==> src/rtl/spfc_params.svh <==
// Register offsets, field positions, reset values and turnaround length
// Summary of operation
// - Pull-up disable bit turns parport pull-ups off
// - Tx wait: four char delay rx-to-tx
// - Rx wait: four char delay tx-to-rx
// - Priority bit picks bank or config IR select
// - IRQ A pin becomes general IO one
// - IRQ B pin becomes general IO zero
// - Secondary IR turns chip selects into IR
// - Upper nibble picks transmit DMA channel
// - Lower nibble picks receive DMA channel
// - Two bits choose first shared pin function
// - Two bits choose second shared pin function
// - Two bits choose third shared pin function
// - Two bits choose interrupt input pin function
// - Three bits choose data buffer pin function
// - Bank mode bit picks select zero or rx
// - CRC append bit adds CRC in fast modes
// - Bank select enable gates bank selection
// - Clock select bit: 48 or 24 MHz
// - Drive A rate table plus rate bits
// - Drive B uses the same rate mapping
// - Drive A precompensation disable bit
// - Drive B precompensation disable bit
`ifndef SPFC_PARAMS_SVH
`define SPFC_PARAMS_SVH

// Byte addresses of the registers
`define SPFC_ADDR_TURN      8'h00
`define SPFC_ADDR_PRIO      8'h04
`define SPFC_ADDR_IRQGIO    8'h08
`define SPFC_ADDR_FIRDMA    8'h0c
`define SPFC_ADDR_PINFA     8'h10
`define SPFC_ADDR_PINFB     8'h14
`define SPFC_ADDR_FLOPPY    8'h18
`define SPFC_ADDR_EXT       8'h1c
`define SPFC_ADDR_STATUS    8'h20

// Reset values
`define SPFC_RST_TURN       8'h00
`define SPFC_RST_PRIO       8'h28
`define SPFC_RST_IRQGIO     8'h1e
`define SPFC_RST_FIRDMA     8'h00
`define SPFC_RST_PINFA      8'h00
`define SPFC_RST_PINFB      8'h10
`define SPFC_RST_FLOPPY     8'h00

// Field positions
`define SPFC_B_PULLUP       7
`define SPFC_B_TXWAIT       6
`define SPFC_B_RXWAIT       5
`define SPFC_B_BANKPRIO     4
`define SPFC_B_IRQA         5
`define SPFC_B_IRQB         4
`define SPFC_B_SECIR        1
`define SPFC_B_CRC          4
`define SPFC_B_BANKSEL      3
`define SPFC_B_CLKSEL       2
`define SPFC_B_PRECA        2
`define SPFC_B_PRECB        5
`define SPFC_B_EXT_IR_SELECT_ZERO    0
`define SPFC_B_EXT_RATE_SEL_LO   1

// Four character times of turnaround
`define SPFC_TURN_CHARS     4

`endif

==> src/rtl/spfc_pkg.sv <==
// Types shared by the pin function configuration block
`default_nettype none
package spfc_pkg;
  // Floppy data rates
  typedef enum logic [2:0] {
    SPFC_R_1M   = 3'h0,
    SPFC_R_500K = 3'h1,
    SPFC_R_300K = 3'h2,
    SPFC_R_250K = 3'h3,
    SPFC_R_2M   = 3'h4
  } spfc_rate_type;

  // Turnaround state, one-hot
  typedef enum logic [2:0] {
    SPFC_T_IDLE = 3'h1,
    SPFC_T_WAIT = 3'h2,
    SPFC_T_GO   = 3'h4
  } spfc_turn_type;

  // Pin function controls driven out
  typedef struct packed {
    logic       pullup_disable;
    logic       irq_a_gio_sel;
    logic       irq_b_gio_sel;
    logic       secondary_ir_enable;
    logic [4:0] fir_tx_dma_onehot;
    logic [4:0] fir_rx_dma_onehot;
    logic [1:0] first_pin_func;
    logic [1:0] second_pin_func;
    logic [1:0] third_pin_func;
    logic [1:0] irq_input_pin_func;
    logic [2:0] buffer_pin_func;
    logic       third_pin_is_sel0;
    logic       irq_in_pin_is_sel0;
    logic       buffer_pin_is_sel0;
    logic       bank_ir_priority;
    logic       crc_append;
    logic       bank_select_enable;
    logic       crystal_freq_sel;
    logic       drive_a_precomp_off;
    logic       drive_b_precomp_off;
  } spfc_pins_type;

  // All state of the block
  typedef struct packed {
    logic [7:0]    turn;
    logic [7:0]    prio;
    logic [7:0]    irqgio;
    logic [7:0]    firdma;
    logic [7:0]    pinfa;
    logic [7:0]    pinfb;
    logic [7:0]    floppy;
    logic [1:0]    ext;
    logic          awv;
    logic [7:0]    awaddr;
    logic          wv;
    logic [31:0]   wdata;
    logic [3:0]    wstrb;
    logic          bvalid;
    logic [1:0]    bresp;
    logic          arready;
    logic          rvalid;
    logic [31:0]   rdata;
    logic [1:0]    rresp;
    logic [1:0]    mode_s1;
    logic [1:0]    mode_s2;
    logic          prev_tx;
    spfc_turn_type turn_st;
    logic [1:0]    turn_cnt;
    logic          tx_allow;
    logic          rx_allow;
    spfc_rate_type rate_a;
    spfc_rate_type rate_b;
    logic          fm_a;
    logic          fm_b;
    spfc_pins_type pins;
  } spfc_state_type;
endpackage
`default_nettype wire

==> src/rtl/spfc_top.sv <==
// Pin function configuration register bank with AXI4-Lite slave
//
// Local design decisions: the placing of the registers and register access over AXI4-Lite.
`include "spfc_params.svh"
`default_nettype none
module spfc_top (
  // Clock and reset
  input  wire logic                  CLK_I,
  input  wire logic                  RST_N_I,
  // AXI4-Lite write address and data
  input  wire logic                  AWVALID_I,
  output logic                       AWREADY_O,
  input  wire logic [7:0]            AWADDR_I,
  input  wire logic                  WVALID_I,
  output logic                       WREADY_O,
  input  wire logic [31:0]           WDATA_I,
  input  wire logic [3:0]            WSTRB_I,
  // AXI4-Lite write response
  output logic                       BVALID_O,
  input  wire logic                  BREADY_I,
  output logic [1:0]                 BRESP_O,
  // AXI4-Lite read
  input  wire logic                  ARVALID_I,
  output logic                       ARREADY_O,
  input  wire logic [7:0]            ARADDR_I,
  output logic                       RVALID_O,
  input  wire logic                  RREADY_I,
  output logic [31:0]                RDATA_O,
  output logic [1:0]                 RRESP_O,
  // Serial infrared link direction and character tick (same clock)
  input  wire logic                  IR_TX_DIR_I,
  input  wire logic                  IR_CHAR_TICK_I,
  // Bank register bits from the serial port (other logic, same clock)
  input  wire logic                  BANK_IR_SELECT_ZERO_MODE_I,
  input  wire logic [1:0]            RATE_SEL_I,
  // Pin controls and derived settings
  output spfc_pkg::spfc_pins_type    PINS_O,
  output logic                       TX_ALLOW_O,
  output logic                       RX_ALLOW_O,
  output spfc_pkg::spfc_rate_type    RATE_A_O,
  output spfc_pkg::spfc_rate_type    RATE_B_O,
  output logic                       FM_A_O,
  output logic                       FM_B_O
);

  ////////////////////////////////////////////////////////////////////////
  // State registers
  spfc_pkg::spfc_state_type st_r;    // Present state
  spfc_pkg::spfc_state_type st_nxt;  // Next state

  // Rate lookup shared by both drives
  function automatic spfc_pkg::spfc_rate_type rate_of(
    input logic [1:0] table_sel,
    input logic [1:0] rsel
  );
    spfc_pkg::spfc_rate_type r;
    r = spfc_pkg::SPFC_R_500K;
    if (rsel == 2'h3) begin
      r = spfc_pkg::SPFC_R_1M;
    end else if (rsel == 2'h2) begin
      r = spfc_pkg::SPFC_R_250K;
    end else if (rsel == 2'h1) begin
      // Table code 11 is undefined; it falls back to table 00
      case (table_sel)
        2'h1:    r = spfc_pkg::SPFC_R_500K;
        2'h2:    r = spfc_pkg::SPFC_R_2M;
        default: r = spfc_pkg::SPFC_R_300K;
      endcase
    end
    return r;
  endfunction

  // Nibble code to one-hot channel strobe, bit 0 means none
  function automatic logic [4:0] dma_onehot(input logic [3:0] code);
    logic [4:0] oh;
    oh = 5'h01;
    // Codes above four select no channel rather than alias
    if (code <= 4'h4) begin
      oh = 5'h01 << code;
    end
    return oh;
  endfunction

  // Register read mux
  function automatic logic [31:0] read_reg(
    input spfc_pkg::spfc_state_type s,
    input logic [7:0] a,
    output logic ok
  );
    logic [31:0] d;
    d  = 32'h0000_0000;
    ok = 1'b1;
    case (a)
      `SPFC_ADDR_TURN:   d = {24'h000000, s.turn};
      `SPFC_ADDR_PRIO:   d = {24'h000000, s.prio};
      `SPFC_ADDR_IRQGIO: d = {24'h000000, s.irqgio};
      `SPFC_ADDR_FIRDMA: d = {24'h000000, s.firdma};
      `SPFC_ADDR_PINFA:  d = {24'h000000, s.pinfa};
      `SPFC_ADDR_PINFB:  d = {24'h000000, s.pinfb};
      `SPFC_ADDR_FLOPPY: d = {24'h000000, s.floppy};
      `SPFC_ADDR_EXT:    d = {30'h0, s.ext};
      // Live status: turnaround gates, rates, FM flags
      `SPFC_ADDR_STATUS: d = {16'h0000, 2'h0, s.fm_b, s.fm_a,
                              1'b0, s.rate_b, 1'b0, s.rate_a,
                              2'h0, s.rx_allow, s.tx_allow};
      default: begin
        ok = 1'b0;
      end
    endcase
    return d;
  endfunction

  ////////////////////////////////////////////////////////////////////////
  // Next state logic
  always_comb begin
    logic [31:0] rd;
    logic        rd_ok;
    logic [7:0]  wb;
    logic        do_wr;
    logic        ir_select_zero_mode;
    logic [1:0]  rsel;
    logic [1:0]  ta;
    logic [1:0]  tb;
    rd     = 32'h0000_0000;
    rd_ok  = 1'b0;
    wb     = 8'h00;
    do_wr      = 1'b0;
    ir_select_zero_mode = 1'b0;
    rsel       = 2'h0;
    ta         = 2'h0;
    tb         = 2'h0;
    st_nxt = st_r;

    // Capture write address and data in either order
    if (!st_r.awv && AWVALID_I) begin
      st_nxt.awv    = 1'b1;
      st_nxt.awaddr = AWADDR_I;
    end
    if (!st_r.wv && WVALID_I) begin
      st_nxt.wv    = 1'b1;
      st_nxt.wdata = WDATA_I;
      st_nxt.wstrb = WSTRB_I;
    end

    // Retire write once both halves are held and no response pends
    do_wr = st_r.awv && st_r.wv && !st_r.bvalid;
    if (do_wr) begin
      wb = st_r.wstrb[0] ? st_r.wdata[7:0] : 8'h00;
      st_nxt.awv    = 1'b0;
      st_nxt.wv     = 1'b0;
      st_nxt.bvalid = 1'b1;
      st_nxt.bresp  = 2'h0;
      if (st_r.wstrb[0]) begin
        case (st_r.awaddr)
          `SPFC_ADDR_TURN:   st_nxt.turn   = wb;
          `SPFC_ADDR_PRIO:   st_nxt.prio   = wb;
          `SPFC_ADDR_IRQGIO: st_nxt.irqgio = wb;
          `SPFC_ADDR_FIRDMA: st_nxt.firdma = wb;
          `SPFC_ADDR_PINFA:  st_nxt.pinfa  = wb;
          // Bit 1 is reserved and stays zero
          `SPFC_ADDR_PINFB:  st_nxt.pinfb  = {wb[7:2], 1'b0, wb[0]};
          `SPFC_ADDR_FLOPPY: st_nxt.floppy = {2'h0, wb[5:0]};
          `SPFC_ADDR_EXT:    st_nxt.ext    = wb[1:0];
          `SPFC_ADDR_STATUS: begin
            // Status is read only; write ignored with OKAY
          end
          default: st_nxt.bresp = 2'h2;
        endcase
      end else begin
        // Strobe off: unmapped still gets SLVERR
        rd = read_reg(st_r, st_r.awaddr, rd_ok);
        if (!rd_ok) begin
          st_nxt.bresp = 2'h2;
        end
      end
    end
    if (st_r.bvalid && BREADY_I) begin
      st_nxt.bvalid = 1'b0;
    end

    // Read channel: accept, then answer next cycle
    st_nxt.arready = 1'b0;
    if (st_r.rvalid && RREADY_I) begin
      st_nxt.rvalid = 1'b0;
    end
    if (ARVALID_I && !st_r.arready && !st_r.rvalid) begin
      st_nxt.arready = 1'b1;
      rd = read_reg(st_r, ARADDR_I, rd_ok);
      st_nxt.rdata  = rd;
      st_nxt.rresp  = rd_ok ? 2'h0 : 2'h2;
    end
    if (st_r.arready) begin
      st_nxt.rvalid = 1'b1;
    end

    // Bank mode bit may come from the bank or from the config copy
    ir_select_zero_mode = st_r.prio[`SPFC_B_BANKPRIO]
               ? BANK_IR_SELECT_ZERO_MODE_I : st_r.ext[`SPFC_B_EXT_IR_SELECT_ZERO];
    // Rate bits follow the same priority
    rsel = st_r.prio[`SPFC_B_BANKPRIO] ? RATE_SEL_I
         : {1'b0, st_r.ext[`SPFC_B_EXT_RATE_SEL_LO]};

    // Pin function decode
    st_nxt.pins.pullup_disable      = st_r.turn[`SPFC_B_PULLUP];
    st_nxt.pins.irq_a_gio_sel       = st_r.irqgio[`SPFC_B_IRQA];
    st_nxt.pins.irq_b_gio_sel       = st_r.irqgio[`SPFC_B_IRQB];
    st_nxt.pins.secondary_ir_enable = st_r.irqgio[`SPFC_B_SECIR];
    st_nxt.pins.fir_tx_dma_onehot   = dma_onehot(st_r.firdma[7:4]);
    st_nxt.pins.fir_rx_dma_onehot   = dma_onehot(st_r.firdma[3:0]);
    st_nxt.pins.first_pin_func      = st_r.pinfa[7:6];
    st_nxt.pins.second_pin_func     = st_r.pinfa[5:4];
    st_nxt.pins.third_pin_func      = st_r.pinfa[3:2];
    st_nxt.pins.irq_input_pin_func  = st_r.pinfa[1:0];
    // Codes above four fall back to interrupt H
    st_nxt.pins.buffer_pin_func     = (st_r.pinfb[7:5] > 3'h4)
                                    ? 3'h0 : st_r.pinfb[7:5];
    st_nxt.pins.third_pin_is_sel0   =
      (st_r.pinfa[3:2] == 2'h3) && ir_select_zero_mode;
    st_nxt.pins.irq_in_pin_is_sel0  =
      (st_r.pinfa[1:0] == 2'h3) && ir_select_zero_mode;
    st_nxt.pins.buffer_pin_is_sel0  =
      (st_r.pinfb[7:5] == 3'h3) && ir_select_zero_mode;
    st_nxt.pins.bank_ir_priority    = st_r.prio[`SPFC_B_BANKPRIO];
    st_nxt.pins.crc_append          = st_r.pinfb[`SPFC_B_CRC];
    st_nxt.pins.bank_select_enable  = st_r.pinfb[`SPFC_B_BANKSEL];
    st_nxt.pins.crystal_freq_sel    = st_r.pinfb[`SPFC_B_CLKSEL];
    st_nxt.pins.drive_a_precomp_off = st_r.floppy[`SPFC_B_PRECA];
    st_nxt.pins.drive_b_precomp_off = st_r.floppy[`SPFC_B_PRECB];

    // Floppy rates per drive
    ta = st_r.floppy[1:0];
    tb = st_r.floppy[4:3];
    st_nxt.rate_a = rate_of(ta, rsel);
    st_nxt.rate_b = rate_of(tb, rsel);
    // FM has no 1M or 2M rate
    st_nxt.fm_a = (rsel != 2'h3) && !(ta == 2'h2 && rsel == 2'h1);
    st_nxt.fm_b = (rsel != 2'h3) && !(tb == 2'h2 && rsel == 2'h1);

    // Turnaround: on each direction change except one in the GO cycle, optionally hold off four chars
    st_nxt.prev_tx = IR_TX_DIR_I;
    case (st_r.turn_st)
      spfc_pkg::SPFC_T_IDLE: begin
        st_nxt.tx_allow = IR_TX_DIR_I;
        st_nxt.rx_allow = !IR_TX_DIR_I;
        if (IR_TX_DIR_I != st_r.prev_tx) begin
          if (IR_TX_DIR_I ? st_r.turn[`SPFC_B_TXWAIT]
                          : st_r.turn[`SPFC_B_RXWAIT]) begin
            st_nxt.tx_allow = 1'b0;
            st_nxt.rx_allow = 1'b0;
            st_nxt.turn_cnt = 2'(`SPFC_TURN_CHARS - 1);
            st_nxt.turn_st  = spfc_pkg::SPFC_T_WAIT;
          end
        end
      end
      spfc_pkg::SPFC_T_WAIT: begin
        st_nxt.tx_allow = 1'b0;
        st_nxt.rx_allow = 1'b0;
        // A further direction change restarts the hold-off
        if (IR_TX_DIR_I != st_r.prev_tx) begin
          st_nxt.turn_cnt = 2'(`SPFC_TURN_CHARS - 1);
        end else if (IR_CHAR_TICK_I) begin
          if (st_r.turn_cnt == 2'h0) begin
            st_nxt.turn_st = spfc_pkg::SPFC_T_GO;
          end else begin
            st_nxt.turn_cnt = st_r.turn_cnt - 2'h1;
          end
        end
      end
      spfc_pkg::SPFC_T_GO: begin
        st_nxt.tx_allow = IR_TX_DIR_I;
        st_nxt.rx_allow = !IR_TX_DIR_I;
        st_nxt.turn_st  = spfc_pkg::SPFC_T_IDLE;
      end
      default: begin
        st_nxt.turn_st = spfc_pkg::SPFC_T_IDLE;
      end
    endcase
  end

  ////////////////////////////////////////////////////////////////////////
  // State register with synchronous reset
  always_ff @(posedge CLK_I) begin
    if (!RST_N_I) begin
      st_r          <= '0;
      st_r.turn     <= `SPFC_RST_TURN;
      st_r.prio     <= `SPFC_RST_PRIO;
      st_r.irqgio   <= `SPFC_RST_IRQGIO;
      st_r.firdma   <= `SPFC_RST_FIRDMA;
      st_r.pinfa    <= `SPFC_RST_PINFA;
      st_r.pinfb    <= `SPFC_RST_PINFB;
      st_r.floppy   <= `SPFC_RST_FLOPPY;
      st_r.turn_st  <= spfc_pkg::SPFC_T_IDLE;
      st_r.rx_allow <= 1'b1;
      st_r.rate_a   <= spfc_pkg::SPFC_R_500K;
      st_r.rate_b   <= spfc_pkg::SPFC_R_500K;
      st_r.fm_a     <= 1'b1;
      st_r.fm_b     <= 1'b1;
    end else begin
      st_r <= st_nxt;
    end
  end

  ////////////////////////////////////////////////////////////////////////
  // Outputs straight from flip-flops
  assign AWREADY_O  = !st_r.awv;
  assign WREADY_O   = !st_r.wv;
  assign BVALID_O   = st_r.bvalid;
  assign BRESP_O    = st_r.bresp;
  assign ARREADY_O  = st_r.arready;
  assign RVALID_O   = st_r.rvalid;
  assign RDATA_O    = st_r.rdata;
  assign RRESP_O    = st_r.rresp;
  assign PINS_O     = st_r.pins;
  assign TX_ALLOW_O = st_r.tx_allow;
  assign RX_ALLOW_O = st_r.rx_allow;
  assign RATE_A_O   = st_r.rate_a;
  assign RATE_B_O   = st_r.rate_b;
  assign FM_A_O     = st_r.fm_a;
  assign FM_B_O     = st_r.fm_b;

endmodule
`default_nettype wire

==> config.mk <==
export PLATFORM = sky130hd
export DESIGN_NAME = spfc_top
export DESIGN_NICKNAME = d
export VERILOG_FILES = /design/src/rtl/spfc_pkg.sv /design/src/rtl/spfc_top.sv
export VERILOG_INCLUDE_DIRS = /design/src /design/src/rtl
export SDC_FILE = /design/constraint.sdc
export NUM_CORES = 1
export LEC_CHECK = 0
export ABC_AREA = 1
export BUFFER_PORTS_ARGS = -buffer_cell sky130_fd_sc_hd__buf_4
export CAP_MARGIN = 20
export CORE_ASPECT_RATIO = 0.8
export CORE_MARGIN = 2
export CORE_UTILIZATION = 60
export CTS_BUF_LIST = sky130_fd_sc_hd__clkbuf_8
export DETAILED_ROUTE_END_ITERATION = 7
export PLACE_DENSITY = 0.85
export SKIP_LAST_GASP = 1
export SYNTH_ARGS = -nofsm -noshare
export SYNTH_HDL_FRONTEND = slang
export SYNTH_SLANG_ARGS = --single-unit
==> constraint.sdc <==
create_clock -name CLK_I -period 2.6 [get_ports CLK_I]
set_input_delay 0.52 -clock CLK_I [delete_from_list [all_inputs] [get_ports CLK_I]]
set_output_delay 0.52 -clock CLK_I [all_outputs]
set_load 0.02 [all_outputs]
==> summary.md <==
| Metric | Value |
|---|---|
| Post-synth EDFFs | `0` |
| # resized after CTS | `0` |
| Port Buffer Count | `100` |
| # setup viols final | `0` |
| Worst reg-to-reg setup slack | `890 ps` |
| List of most frequent post-synthesis cells | `nand2_1, dfxtp_1, inv_1` |
| Post-Synthesis Cell Area | `0.00644 sq mm` |
| Post-CTS Setup Inserts | `0` |
| Top Ports | `between 100 and 150` |
| Number of max-cap violations | `0` |
| DRT antenna net count | `0` |
| Yosys top cell area share | `0.441` |
| Largest net degree at the start of global routing | `106` |
| H-Tree Level Count | `4` |
| Iter 0 DRT Violations | `563` |
| Cells after Synth | `820` |
| Initial antenna violation count | `0` |
| Met3 wire length | `1390 um` |
| Max FO, Critical Path | `11` |
| Syn avg cell area | `just under 8 sq um` |
| First-pass GRT wire length | `23,400 um` |
| CP endpoint kind | `flop` |
| Antenna diodes | `0` |
| RSZ-0062 raised after global routing | `false` |
| Status | `finished clean` |
| Drt pass-1 iters | `5` |
| Post-Layout Cell Count | `1,013` |
| Ys Warns | `0` |
| DR top layer | `met4` |
| Die height | `96.7 um` |
| Starting Density | `0.622` |
| Vias in the first global route | `about 4,800` |
| Leak pwr | `3.40 nW` |
| Max Slew Vio Count | `0` |
| Period utilization | `0.658` |
| Routability Congestion | `0.965` |
| Root Driver | `clkbuf_8` |
| Fillers | `866` |
| Num Clock Sinks | `between 100 and 150` |
| Ranking of synthesized cells by area | `dfxtp_1, nand2_1, buf_4` |
| Total GRT Usage | `0.254` |
| Die ar. | `0.0116 sq mm` |
| Fmax | `585 MHz` |
| WL final | `about 14,000 um` |
| Clock transition at path regs | `80 ps` |
| Pwr Density | `631 mW/mm^2` |
| DRT met1 WL | `6350 um` |
| Yosys top cell by area | `dfxtp_1` |
| DR WL/cell | `between 10 and 15 um` |
| Fin. Hold Viols | `0` |
| Fin Clk Skew | `10.6 ps` |
| Ys async rst share | `0` |
| Number of buffers created by CTS | `17` |
| Via count | `5,260` |
| Worst EP required | `2910 ps` |
| Die X-Extent | `120 um` |
| Top_reg_cell synth | `dfxtp_1` |
| Core footprint | `0.0104 sq mm` |
| Max_slew headroom | `0.595` |
| Drc violations | `0` |
| VDD IR-drop max | `0.521 mV` |
| Post-synthesis sequential area ratio | `0.441` |
| Clk buf depth | `2` |
| Row count | `33` |
| Cts hold-fix bufs | `0` |
| CP Class | `flop to flop` |
| Post-synth cell types | `39` |
| WP data arrival | `about 2000 ps` |
| Startpoint Class | `flop` |
| Share of cells above drive strength 1 | `0.220` |
| Tightest Pin Transition | `607 ps` |
| Worst skew pair latency | `450 ps` |
| P&R area growth vs syn | `11.3%` |
| Number of synthesized register bits | `142` |
| HP Class | `input port to flop` |
| Fin crit period | `1710 ps` |
| Post-Place Cells | `982` |
| Count leader, synth | `nand2_1` |
| HPWL after DPL | `approximately 10,000 um` |
| Setup TNS | `0 ps` |
| DR vias/cell | `5.19` |
| Layout Nets | `930` |
| Met2 wire length | `6480 um` |
| Gr ovfl total | `0` |
| CTS tree | `built` |
-- cells in the final DEF (no fill, tap or decap), types with 5 or more instances in the layout --
master    count
ha_1          5
o21ai_0      56
nor2_1       63
conb_1       21
o21ai_2       5
nand2_1     158
nor2_8        5
buf_4       102
nor2_4        9
clkinv_2      5
a21oi_1      69
nand3_1      40
inv_1        83
dfxtp_1     142
clkbuf_8     18
nor3_1        5
o21ai_1      13
o211ai_1     10
nor2_2        7
a21oi_2      17
-- power breakdown --
group / internal [W] / switching (W)
clock: 0.00105 / 0.000817
sequential: 0.00222 / 0.0000291
combinational: 0.000124 / 0.000275
total: 0.00340 / 0.00112
-- area by class of cell --
type                       instances  area (sq um)  area share
inverter                          88           330      0.0461
tap                              140           175      0.0244
clock buffer                      18           248      0.0346
multi-input combinational        509          2610       0.365
clock inverter                    13           173      0.0241
sequential                       142          2840       0.397
timing repair buffer             103           786       0.110
-- final timing paths --
kind	to	cells after the start	from
setup / recovery	st_nxt[30]	8	st_r[136]
hold / removal	BVALID_O	2	BREADY_I
setup reg to reg	st_nxt[30]	8	st_r[136]
hold reg to reg	PINS_O[12]	2	st_nxt[12]
-- critical path, stage by stage (launching register included) --
cell and delay, ps:
dfxtp_1 320, nor2_2 140, nand2_1 150, nor2_4 170, nand2_8 100, nor2_4 320
inv_1 190, nand2_1 100, o211ai_1 80
-- per-layer routing --
| metal | up-vias | global-route usage |
|---|---|---|
| li1 | 2617 | - |
| met1 | 2370 | 0.351 |
| met2 | 252 | 0.387 |
| met3 | 21 | 0.0666 |
| met4 | 0 | 0.0842 |
| met5 | - | 0 |
-- logic make-up after synthesis --
logic type,after synthesis,share of synthesized area
buffers and inverters,189,0.165
multiplexers,1,0.00155
AO/OA/AOI/OAI,172,0.151
other,1,0.000582
adder cells (fa/ha/maj),5,0.00971
flip-flops,142,0.441
AND/OR/NAND/NOR,310,0.231
-- registers in the layout, indices dropped and copies added, names as in the netlist, 3 cells and up --
name	cells
PINS_O	34
st_r	62
RDATA_O	13
st_nxt	18
RATE_A_O	3
RATE_B_O	3
-- through the flow --
step	hold slack, ps	cell area, sq um	util	power (W)	setup WS [ps]
after floorplan	415	6520	-	0.00260	1180
after global placement	438	6750	0.651	0.00269	654
after detailed placement	442	6750	0.651	0.00270	626
after CTS	251	7170	0.692	0.00452	896
after global routing	262	7170	0.692	0.00466	755
final	263	7170	0.692	0.00452	890
Note: power is estimated with default switching activity, not from simulation.
